===== config.mk =====
export PLATFORM = sky130hd
export DESIGN_NAME = canir_dev_flat
export DESIGN_NICKNAME = d
export VERILOG_FILES = /design/src/canir_pkg.sv /design/src/canir_if.sv /design/src/canir_dev.sv /design/src/flat_wrapper.sv
export SDC_FILE = /design/constraint.sdc
export NUM_CORES = 2
export LEC_CHECK = 0
export BUFFER_PORTS_ARGS = -buffer_cell sky130_fd_sc_hd__buf_2
export CAP_MARGIN = 20
export CORE_MARGIN = 2
export CORE_UTILIZATION = 64
export CTS_BUF_LIST = sky130_fd_sc_hd__clkbuf_8
export DETAILED_ROUTE_END_ITERATION = 7
export PLACE_DENSITY = 0.82
export SLEW_MARGIN = 0
export SYNTH_ARGS = -nofsm -noshare
export SYNTH_HDL_FRONTEND = slang
export SYNTH_SLANG_ARGS = --single-unit
export TNS_END_PERCENT = 20

===== constraint.sdc =====
create_clock -name pclk -period 2.5 [get_ports pclk]
set_input_delay 0.5 -clock pclk [delete_from_list [all_inputs] [get_ports pclk]]
set_output_delay 0.5 -clock pclk [all_outputs]
set_load 0.02 [all_outputs]

===== src/canir_pkg.sv =====
package canir_pkg;

    // ------------------------------------------------------------
    // Sizes
    // ------------------------------------------------------------
    localparam int NMOD = 2;
    localparam int NOBJ = 32;
    localparam int NLINE = 4;
    localparam int AW = 7;
    localparam int DW = 16;

    // ------------------------------------------------------------
    // Device register map (word index on the local port)
    // ------------------------------------------------------------
    localparam logic [3:0] R_CTRL = 4'h0;
    localparam logic [3:0] R_STAT = 4'h1;
    localparam logic [3:0] R_INTID = 4'h2;
    localparam logic [3:0] R_IF1_MASK = 4'h3;
    localparam logic [3:0] R_IF1_REQ = 4'h4;
    localparam logic [3:0] R_IF1_DATA = 4'h5;
    localparam logic [3:0] R_IF2_MASK = 4'h6;
    localparam logic [3:0] R_IF2_REQ = 4'h7;
    localparam logic [3:0] R_IF2_DATA = 4'h8;
    localparam int A_GLOBAL = 6;
    localparam int A_MODSEL = 4;
    localparam logic [6:0] A_SEL0 = 7'h40;
    localparam logic [6:0] A_LINE_CTRL = 7'h44;

    // ------------------------------------------------------------
    // Field positions
    // ------------------------------------------------------------
    localparam int C_INIT = 0;
    localparam int C_IE = 1;
    localparam int C_SIE = 2;
    localparam int C_EIE = 3;
    localparam int S_LEC = 0;
    localparam int S_TRANSMIT_OK_FLAG = 3;
    localparam int S_RECEIVE_OK_FLAG = 4;
    localparam int S_ERROR_WARNING_FLAG = 5;
    localparam int S_BUS_OFF_FLAG = 6;
    localparam int M_NEW_DATA_FLAG = 2;
    localparam int M_CLRPND = 3;
    localparam int M_CTRL = 4;
    localparam int M_WR = 7;
    localparam int O_VALID = 0;
    localparam int O_DIR = 1;
    localparam int O_OBJECT_TX_INT_ENABLE = 2;
    localparam int O_OBJECT_RX_INT_ENABLE = 3;
    localparam int O_PEND = 4;
    localparam int O_NEW_DATA_FLAG = 5;
    localparam int SEL_EN = 8;

    // ------------------------------------------------------------
    // Values
    // ------------------------------------------------------------
    localparam logic [15:0] CTRL_RST = 16'h0001;
    localparam logic [15:0] STAT_RST = 16'h0000;
    localparam logic [15:0] SEL_RST = 16'h0000;
    localparam logic [15:0] INTID_NONE = 16'h0000;
    localparam logic [15:0] INTID_STATUS = 16'h8000;
    localparam logic [2:0] LEC_UNUSED = 3'h7;
    localparam logic [8:0] ERR_WARN_LIMIT = 9'h060;
    localparam logic [8:0] BUS_OFF_FLAG_LIMIT = 9'h0FF;
    // Module sources per line: line0 mod0, line1 mod1, line3 both
    localparam logic [NLINE-1:0][NMOD-1:0] LINE_MAP =
        {2'h3, 2'h0, 2'h2, 2'h1};

    // ------------------------------------------------------------
    // Host APB map
    // ------------------------------------------------------------
    localparam logic [11:0] H_CMD = 12'h000;
    localparam logic [11:0] H_WDATA = 12'h004;
    localparam logic [11:0] H_RDATA = 12'h008;
    localparam logic [11:0] H_STAT = 12'h00C;
    localparam logic [11:0] H_LINES = 12'h010;
    localparam int H_CMD_WR = 8;

endpackage


===== src/canir_if.sv =====
`timescale 1ns/1ps
interface canir_if
    import canir_pkg::*;
(
    input wire logic pclk,
    input wire logic presetn
);
    logic req;
    logic we;
    logic [AW-1:0] addr;
    logic [DW-1:0] wdata;
    logic [DW-1:0] rdata;
    logic ack;
    logic [NLINE-1:0] line_irq;

    modport dev (
        input pclk,
        input presetn,
        input req,
        input we,
        input addr,
        input wdata,
        output rdata,
        output ack,
        output line_irq
    );

    modport host (
        input pclk,
        input presetn,
        output req,
        output we,
        output addr,
        output wdata,
        input rdata,
        input ack,
        input line_irq
    );
endinterface


===== src/canir_dev.sv =====
// Overview of operation
// - Select register: high enables, low flags
// - Module one to lines 0,3; two to 1,3
// - Enable byte masks sources onto line
// - Flags record events even when masked
// - CPU request needs three enables set
// - Transmit-ok raises status interrupt when enabled
// - Receive-ok set on any acknowledged frame
// - Error code update interrupts; 7 unused
// - Error warning at count 96 interrupts
// - Bus-off entry raises error interrupt
// - Object interrupts on enabled transmit/receive
// - Object pending bit set on request
// - Identifier: 0, object 1-32, or 8000h
// - Status highest; lower object number wins
// - Status read clears status interrupt
// - Pending stays until software clears it
// - One transmission may raise two requests
// - New data distinguishes receive from transmit
// - Transmit object interrupts on remote receive
// - Two interface sets reach all objects
// - Mask 7Fh transfer copies, clears pending, newdata
// - Software invalidates object before reconfiguring
// - Bus-off sets init, stops bus activity
`timescale 1ns/1ps
module canir_dev
    import canir_pkg::*;
#(
    parameter int NOBJ_P = NOBJ
)(
    canir_if.dev bus,
    input wire logic [NMOD-1:0] ev_tx_ok,
    input wire logic [NMOD-1:0][5:0] ev_tx_obj,
    input wire logic [NMOD-1:0] ev_rx_ack,
    input wire logic [NMOD-1:0][5:0] ev_rx_obj,
    input wire logic [NMOD-1:0] ev_lec_valid,
    input wire logic [NMOD-1:0][2:0] ev_lec,
    input wire logic [NMOD-1:0][8:0] tx_err_cnt,
    input wire logic [NMOD-1:0][8:0] rx_err_cnt,
    output logic [NMOD-1:0] bus_active
);

    if (NOBJ_P < 1 || NOBJ_P > NOBJ)
        $error("canir_dev: NOBJ_P out of range");

    function automatic logic [NOBJ_P-1:0] obj_hot(input logic [5:0] n);
        logic [NOBJ_P-1:0] h;
        h = '0;
        for (int i = 0; i < NOBJ_P; i++)
            h[i] = (n == 6'(i + 1));
        return h;
    endfunction

    // Lowest object number wins
    function automatic logic [15:0] first_id(input logic [NOBJ_P-1:0] p);
        logic [15:0] id;
        id = INTID_NONE;
        for (int i = NOBJ_P - 1; i >= 0; i--)
            if (p[i])
                id = 16'(i + 1);
        return id;
    endfunction

    logic [NMOD-1:0] mod_req;
    logic [NMOD-1:0] mod_req_q_r;
    logic [NMOD-1:0][15:0] mod_rd;
    logic [NLINE-1:0] line_nxt;
    logic [NLINE-1:0][15:0] sel_rd;
    logic [NLINE-1:0] line_r;
    logic [NLINE-1:0] lctl_r;
    logic [15:0] rdata_r;
    logic ack_r;
    logic [15:0] rd_mux;
    wire [3:0] idx = bus.addr[3:0];
    wire glob = bus.addr[A_GLOBAL];

    // ------------------------------------------------------------
    // Per-module interrupt sources
    // ------------------------------------------------------------
    for (genvar m = 0; m < NMOD; m++)
    begin : g_mod
        logic [15:0] ctrl_r;
        logic [15:0] stat_r;
        logic [15:0] stat_nxt;
        logic spend_r;
        logic ew_q_r;
        logic bo_q_r;
        logic [NOBJ_P-1:0] val_r, dir_r, object_tx_int_enable_r, object_rx_int_enable_r, pend_r, nd_r;
        logic [1:0][15:0] ifm_r;
        logic [1:0][15:0] ifd_r;
        logic [15:0] intid;

        wire sel = ~glob && bus.addr[A_MODSEL] == 1'(m);
        wire wr = bus.req & bus.we & sel;
        wire rd = bus.req & ~bus.we & sel;
        wire run = ~ctrl_r[C_INIT];
        wire [NOBJ_P-1:0] tx_hot =
            run & ev_tx_ok[m] ? obj_hot(ev_tx_obj[m]) & val_r : '0;
        wire [NOBJ_P-1:0] rx_hot =
            run & ev_rx_ack[m] ? obj_hot(ev_rx_obj[m]) & val_r : '0;
        wire transmit_ok_flag_ev = run & ev_tx_ok[m];
        wire receive_ok_flag_ev = run & ev_rx_ack[m];
        wire lec_ev = run & ev_lec_valid[m] & ev_lec[m] != LEC_UNUSED;
        wire ew = tx_err_cnt[m] >= ERR_WARN_LIMIT ||
                  rx_err_cnt[m] >= ERR_WARN_LIMIT;
        wire bo = tx_err_cnt[m] > BUS_OFF_FLAG_LIMIT;

        // Interface set transfer
        wire xfer = wr && (idx == R_IF1_REQ || idx == R_IF2_REQ);
        wire s = (idx == R_IF2_REQ);
        wire [15:0] xm = ifm_r[s];
        wire [15:0] xd = ifd_r[s];
        wire [NOBJ_P-1:0] xhot = xfer ? obj_hot(bus.wdata[5:0]) : '0;
        wire [NOBJ_P-1:0] wmask = xm[M_WR] & xm[M_CTRL] ? xhot : '0;
        wire [NOBJ_P-1:0] rmask = xm[M_WR] ? '0 : xhot;
        wire [NOBJ_P-1:0] pset = (tx_hot & object_tx_int_enable_r) | (rx_hot & object_rx_int_enable_r) |
                                 (wmask & {NOBJ_P{xd[O_PEND]}});
        wire [NOBJ_P-1:0] pclr = wmask | (xm[M_CLRPND] ? rmask : '0);
        wire [NOBJ_P-1:0] nset = rx_hot | (wmask & {NOBJ_P{xd[O_NEW_DATA_FLAG]}});
        wire [NOBJ_P-1:0] nclr = wmask | (xm[M_NEW_DATA_FLAG] ? rmask : '0);
        wire [4:0] ri = 5'(bus.wdata[5:0] - 6'h01);

        always_ff @(posedge bus.pclk or negedge bus.presetn)
        begin
            if (!bus.presetn)
            begin
                val_r <= '0;
                dir_r <= '0;
                object_tx_int_enable_r <= '0;
                object_rx_int_enable_r <= '0;
            end
            else
            begin
                val_r <= (val_r & ~wmask) | (wmask & {NOBJ_P{xd[O_VALID]}});
                dir_r <= (dir_r & ~wmask) | (wmask & {NOBJ_P{xd[O_DIR]}});
                object_tx_int_enable_r <= (object_tx_int_enable_r & ~wmask) | (wmask & {NOBJ_P{xd[O_OBJECT_TX_INT_ENABLE]}});
                object_rx_int_enable_r <= (object_rx_int_enable_r & ~wmask) | (wmask & {NOBJ_P{xd[O_OBJECT_RX_INT_ENABLE]}});
            end
        end

        // Set beats clear, so a frame racing the driver is not lost
        always_ff @(posedge bus.pclk or negedge bus.presetn)
        begin
            if (!bus.presetn)
            begin
                pend_r <= '0;
                nd_r <= '0;
            end
            else
            begin
                pend_r <= (pend_r & ~pclr) | pset;
                nd_r <= (nd_r & ~nclr) | nset;
            end
        end

        // Interface sets: mask, request, data
        always_ff @(posedge bus.pclk or negedge bus.presetn)
        begin
            if (!bus.presetn)
            begin
                ifm_r <= '0;
                ifd_r <= '0;
            end
            else if (wr)
            begin
                if (idx == R_IF1_MASK || idx == R_IF2_MASK)
                    ifm_r[idx == R_IF2_MASK] <= bus.wdata;
                else if (idx == R_IF1_DATA || idx == R_IF2_DATA)
                    ifd_r[idx == R_IF2_DATA] <= bus.wdata;
                else if (xfer && |rmask)
                begin
                    ifd_r[s] <= '0;
                    ifd_r[s][O_VALID] <= val_r[ri];
                    ifd_r[s][O_DIR] <= dir_r[ri];
                    ifd_r[s][O_OBJECT_TX_INT_ENABLE] <= object_tx_int_enable_r[ri];
                    ifd_r[s][O_OBJECT_RX_INT_ENABLE] <= object_rx_int_enable_r[ri];
                    ifd_r[s][O_PEND] <= pend_r[ri];
                    ifd_r[s][O_NEW_DATA_FLAG] <= nd_r[ri];
                end
            end
        end

        // Hardware status updates override a same-cycle write
        always_comb
        begin
            stat_nxt = stat_r;
            if (wr && idx == R_STAT)
                stat_nxt[S_RECEIVE_OK_FLAG:S_LEC] = bus.wdata[S_RECEIVE_OK_FLAG:S_LEC];
            if (transmit_ok_flag_ev)
                stat_nxt[S_TRANSMIT_OK_FLAG] = 1'b1;
            if (receive_ok_flag_ev)
                stat_nxt[S_RECEIVE_OK_FLAG] = 1'b1;
            if (lec_ev)
                stat_nxt[S_LEC +: 3] = ev_lec[m];
            stat_nxt[S_ERROR_WARNING_FLAG] = ew;
            stat_nxt[S_BUS_OFF_FLAG] = bo;
        end

        always_ff @(posedge bus.pclk or negedge bus.presetn)
        begin
            if (!bus.presetn)
            begin
                stat_r <= STAT_RST;
                ew_q_r <= 1'b0;
                bo_q_r <= 1'b0;
            end
            else
            begin
                stat_r <= stat_nxt;
                ew_q_r <= ew;
                bo_q_r <= bo;
            end
        end

        // Status/error pending, cleared by a status read
        always_ff @(posedge bus.pclk or negedge bus.presetn)
        begin
            if (!bus.presetn)
                spend_r <= 1'b0;
            else if ((ctrl_r[C_SIE] & (transmit_ok_flag_ev | receive_ok_flag_ev | lec_ev)) |
                     (ctrl_r[C_EIE] & ew & ~ew_q_r) |
                     (ctrl_r[C_EIE] & bo & ~bo_q_r))
                spend_r <= 1'b1;
            else if (rd && idx == R_STAT)
                spend_r <= 1'b0;
        end

        always_ff @(posedge bus.pclk or negedge bus.presetn)
        begin
            if (!bus.presetn)
                ctrl_r <= CTRL_RST;
            else
            begin
                if (wr && idx == R_CTRL)
                    ctrl_r <= {12'h000, bus.wdata[C_EIE:C_INIT]};
                if (bo & ~bo_q_r)
                    ctrl_r[C_INIT] <= 1'b1;
            end
        end

        assign intid = spend_r ? INTID_STATUS : first_id(pend_r);
        assign mod_req[m] = ctrl_r[C_IE] & (intid != INTID_NONE);
        assign bus_active[m] = ~ctrl_r[C_INIT];

        always_comb
        begin
            unique case (idx)
                R_CTRL: mod_rd[m] = ctrl_r;
                R_STAT: mod_rd[m] = stat_r;
                R_INTID: mod_rd[m] = intid;
                R_IF1_MASK: mod_rd[m] = ifm_r[0];
                R_IF1_DATA: mod_rd[m] = ifd_r[0];
                R_IF2_MASK: mod_rd[m] = ifm_r[1];
                R_IF2_DATA: mod_rd[m] = ifd_r[1];
                default: mod_rd[m] = 16'h0000;
            endcase
        end
    end

    // ------------------------------------------------------------
    // Source select registers and peripheral lines
    // ------------------------------------------------------------
    wire [NMOD-1:0] mod_rise = mod_req & ~mod_req_q_r;

    for (genvar l = 0; l < NLINE; l++)
    begin : g_line
        logic [7:0] en_r;
        logic [NMOD-1:0] fl_r;
        wire wsel = bus.req & bus.we & bus.addr == A_SEL0 + 7'(l);
        wire [NMOD-1:0] src = mod_rise & LINE_MAP[l];

        always_ff @(posedge bus.pclk or negedge bus.presetn)
        begin
            if (!bus.presetn)
            begin
                en_r <= SEL_RST[15:8];
                fl_r <= SEL_RST[NMOD-1:0];
            end
            else
            begin
                if (wsel)
                    en_r <= bus.wdata[15:SEL_EN];
                // Writing 0 clears a flag; a new event still wins
                fl_r <= (wsel ? fl_r & bus.wdata[NMOD-1:0] : fl_r) | src;
            end
        end

        assign sel_rd[l] = {en_r, {(8 - NMOD){1'b0}}, fl_r};
        assign line_nxt[l] = lctl_r[l] & |(en_r[NMOD-1:0] & fl_r);
    end

    always_ff @(posedge bus.pclk or negedge bus.presetn)
    begin
        if (!bus.presetn)
        begin
            lctl_r <= '0;
            line_r <= '0;
            mod_req_q_r <= '0;
        end
        else
        begin
            if (bus.req && bus.we && bus.addr == A_LINE_CTRL)
                lctl_r <= bus.wdata[NLINE-1:0];
            line_r <= line_nxt;
            mod_req_q_r <= mod_req;
        end
    end

    // ------------------------------------------------------------
    // Local port answer, one cycle after the request
    // ------------------------------------------------------------
    always_comb
    begin
        rd_mux = 16'h0000;
        if (!glob)
            rd_mux = mod_rd[bus.addr[A_MODSEL]];
        else if (bus.addr == A_LINE_CTRL)
            rd_mux = {12'h000, lctl_r};
        else if (bus.addr[6:2] == A_SEL0[6:2])
            rd_mux = sel_rd[bus.addr[1:0]];
    end

    always_ff @(posedge bus.pclk or negedge bus.presetn)
    begin
        if (!bus.presetn)
        begin
            ack_r <= 1'b0;
            rdata_r <= 16'h0000;
        end
        else
        begin
            ack_r <= bus.req;
            if (bus.req && !bus.we)
                rdata_r <= rd_mux;
        end
    end

    assign bus.ack = ack_r;
    assign bus.rdata = rdata_r;
    assign bus.line_irq = line_r;

endmodule // canir_dev


===== src/flat_wrapper.sv =====
// flat-port wrapper written by rule: the top's interface ports become plain ports
module canir_dev_flat import canir_pkg::*;
#(
    parameter int NOBJ_P = NOBJ
)
  (ev_tx_ok, ev_tx_obj, ev_rx_ack, ev_rx_obj, ev_lec_valid, ev_lec, tx_err_cnt, rx_err_cnt, bus_active, pclk, presetn, bus_req, bus_we, bus_addr, bus_wdata, bus_rdata, bus_ack, bus_line_irq);
  canir_if bus_i (.pclk(pclk), .presetn(presetn));
  input wire logic [NMOD-1:0] ev_tx_ok;
  input wire logic [NMOD-1:0][5:0] ev_tx_obj;
  input wire logic [NMOD-1:0] ev_rx_ack;
  input wire logic [NMOD-1:0][5:0] ev_rx_obj;
  input wire logic [NMOD-1:0] ev_lec_valid;
  input wire logic [NMOD-1:0][2:0] ev_lec;
  input wire logic [NMOD-1:0][8:0] tx_err_cnt;
  input wire logic [NMOD-1:0][8:0] rx_err_cnt;
  output logic [NMOD-1:0] bus_active;
  input wire logic pclk;
  input wire logic presetn;
  input wire logic [$bits(bus_i.req)-1:0] bus_req;
  input wire logic [$bits(bus_i.we)-1:0] bus_we;
  input wire logic [$bits(bus_i.addr)-1:0] bus_addr;
  input wire logic [$bits(bus_i.wdata)-1:0] bus_wdata;
  output wire logic [$bits(bus_i.rdata)-1:0] bus_rdata;
  output wire logic [$bits(bus_i.ack)-1:0] bus_ack;
  output wire logic [$bits(bus_i.line_irq)-1:0] bus_line_irq;
  assign bus_i.req = bus_req;
  assign bus_i.we = bus_we;
  assign bus_i.addr = bus_addr;
  assign bus_i.wdata = bus_wdata;
  assign bus_rdata = bus_i.rdata;
  assign bus_ack = bus_i.ack;
  assign bus_line_irq = bus_i.line_irq;
  canir_dev #(.NOBJ_P(NOBJ_P)) u_core (.bus(bus_i), .ev_tx_ok(ev_tx_ok), .ev_tx_obj(ev_tx_obj), .ev_rx_ack(ev_rx_ack), .ev_rx_obj(ev_rx_obj), .ev_lec_valid(ev_lec_valid), .ev_lec(ev_lec), .tx_err_cnt(tx_err_cnt), .rx_err_cnt(rx_err_cnt), .bus_active(bus_active));
endmodule

==> metrics.txt <==
setup TNS=0 ns; Syn Inst Count=2,922; Max Cap Viol=0; Post-synth EDFFs=0; full die area=49,350 sq um; commonest cells after routing, fill and taps aside=dfrtp_1, nand2_1, o21ai_0, buf_4, nand3_1; initial antenna violation count=7; most common cell after layout, fill and taps aside=dfrtp_1; peak supply drop=0.5008 mV; routability cong.=1.009; drt drc=8; Synth cell types=76; synth warn=0; syn_nets=3,026; CP Max Fanout=5; Crit Path Class=reg -> reg; Placed Instances=3,743; FP Rows=slightly below 80; slew of the pin with the lowest slew margin=0.7840 ns; core area=approximately 47,000 sq um; Layout Utilization=76.73%; Worst-Skew Late Latency=0.72 ns; die height=222.2 microns; All-Layer GR Usage=45.97%; status=finished with violations; die width=between 200 and 250 microns; synthesis-stage register bit count=603; critical-path cell list=or4_4 -> a31oi_2 -> o21ai_1 -> a21o_1 -> and3_1 -> o31ai_1 -> buf_4 -> o21ai_0; vias in the first global route=about 29,000; startpoint types=register; vias=28,300; Slew HR=a little under half; unrepaired setup endpoints after global routing=no; Hold Path Class=in -> reg; CP Buf/Inv Count=1; Power Dens Cells=~580 nW/um^2; H-tree depth=3; clock-pin slew on the worst setup and hold paths=~0.060 ns; sequential fraction of the synthesis area=49.55%; mapped cell area=30,460 sq um; Largest delay share family, worst path=compound AO/OA/AOI/OAI gates; Design Power=0.02075 W; layout cells sized above 1=around 24%; DRT antenna net count=0; grt total ovfl=0; Worst setup EP type=register; pin count of the biggest net entering global routing=a little under 90; Initial Utilization=65.15%; WL per Instance=28.48 microns; Setup violations, final=0; Root Driver=clkbuf_8; Worst Path Required=3.08 ns; clock skew=0.03020 ns; area delta synth->final=17.77%; Synth Flop Type=dfrtp_1; first-pass GRT wire length=around 170 mm; final hold viol count=0; Detailed Route WL=111.8 mm; Slowest cell on crit path=or4_4; drt first pass iters=8; max-slew violations=0; Lkg Pwr=roughly 16 nW; Total Nets Final=3,343; CP Data Arrival Time=3.05 ns; Final HPWL DP=81.64 mm; Final period util=98.75%; CTS tree=yes; via density per instance=7.207; IO Count=122; R2R setup slack=0.03 ns; failing checks=design-rule violations; Finished Layout Cells=3,927; Placed Area=33,900 sq um; CP peak stage delay=0.59 ns; Port Buf Inserts=about 100; Fmax achieved=405.1 MHz; Initial DRC Count=3,850; Clock Path Buffers=3; cts bufs inserted=98; clk sink count=603; Syn Area/Cell=approximately 10 sq um; final instance area=approximately 36,000 sq um; post-route minimum period=2.469 ns; Async SR Flop Fraction=100.0%
[final cells by class]
class	instances	area, sq um
clock buffers	117	1610
inverters	32	132.6
flip-flops and latches	603	15090
repair buffers	399	3367
clock inverters	60	290.3
diodes	4	10.01
fillers	3156	10880
well taps	607	759.5
multi-input cells	2105	14610
[power by group]
group	total (W)	switching (W)	internal (W)
clock network	0.00837	0.00403	0.00434
logic	0.00207	0.00127	0.000801
registers	0.0103	0.000268	0.0100
total	0.0207	0.00557	0.0152
[repair_timing]
item                       4_1_cts  5_1_grt
hold endpoints to repair        37        0
hold buffers                     3        0
resized for setup                0        7
setup buffers                    0        0
setup endpoints to repair        0        6
[per-layer routing]
| layer | track usage, % | share of wire [%] | up-vias |
|---|---|---|---|
| li1 | - | - | 11760 |
| met1 | 55.18 | 35 | 13860 |
| met2 | 71.94 | 46 | 2047 |
| met3 | 13.34 | 11 | 631 |
| met4 | 32.13 | 8.3 | 6 |
| met5 | 0 | 0.027 | - |
[synth_stat cells, types with 17 or more instances]
library cell,instances,area (sq um)
dfrtp_1,601,15040
nand2_1,459,1723
o21ai_0,441,2207
nand3_1,145,725.7
nand4_1,135,844.6
mux4_2,130,2928
clkbuf_1,118,442.9
mux2_2,104,1171
nor2_1,101,379.1
o211ai_1,70,525.5
o2111ai_1,62,543.0
a21oi_1,54,270.3
buf_2,48,240.2
nor3_1,39,195.2
a22o_1,38,332.8
a22oi_1,34,255.2
inv_1,30,112.6
nor2b_1,27,168.9
a222oi_1,25,250.2
mux2i_1,24,240.2
nand2b_1,24,150.1
nor4_1,17,106.4
[through the flow]
step,setup slack [ns],hold WS [ns]
final,0.03121,0.05654
after global routing,0.001650,0.04635
after CTS,0.1341,0.02295
after detailed placement,-0.4952,0.4493
after global placement,-0.4232,0.4203
after floorplan,-0.5912,0.2044
[cell families after synthesis]
group,after synthesis,synth area share (%)
multiplexers,258,14.25
buffers and inverters,214,3.019
adder cells (fa/ha/maj),5,0.2054
AND/OR/NAND/NOR,1005,15.50
XOR/XNOR,3,0.08628
AO/OA/AOI/OAI,834,17.39
flip-flops,603,49.55
[final timing paths]
kind                                                 startpoint                               endpoint  cells after the start
setup reg to reg           u_core.g_mod[0].pend_r[30]$_DFF_PN0_     u_core.g_line[3].fl_r[0]$_DFF_PN0_                      8
setup / recovery           u_core.g_mod[0].pend_r[30]$_DFF_PN0_     u_core.g_line[3].fl_r[0]$_DFF_PN0_                      8
min in group asynchronous                               presetn  u_core.g_mod[0].ifm_r[10]$_DFFE_PN0P_                      2
hold / removal                                          bus_req               u_core.bus.ack$_DFF_PN0_                      2
max in group asynchronous                               presetn             asynchronous set/reset pin                      3
hold reg to reg                 u_core.mod_req_q_r[0]$_DFF_PN0_     u_core.g_line[0].fl_r[0]$_DFF_PN0_                      1
Power figures use the tool's default switching activity.
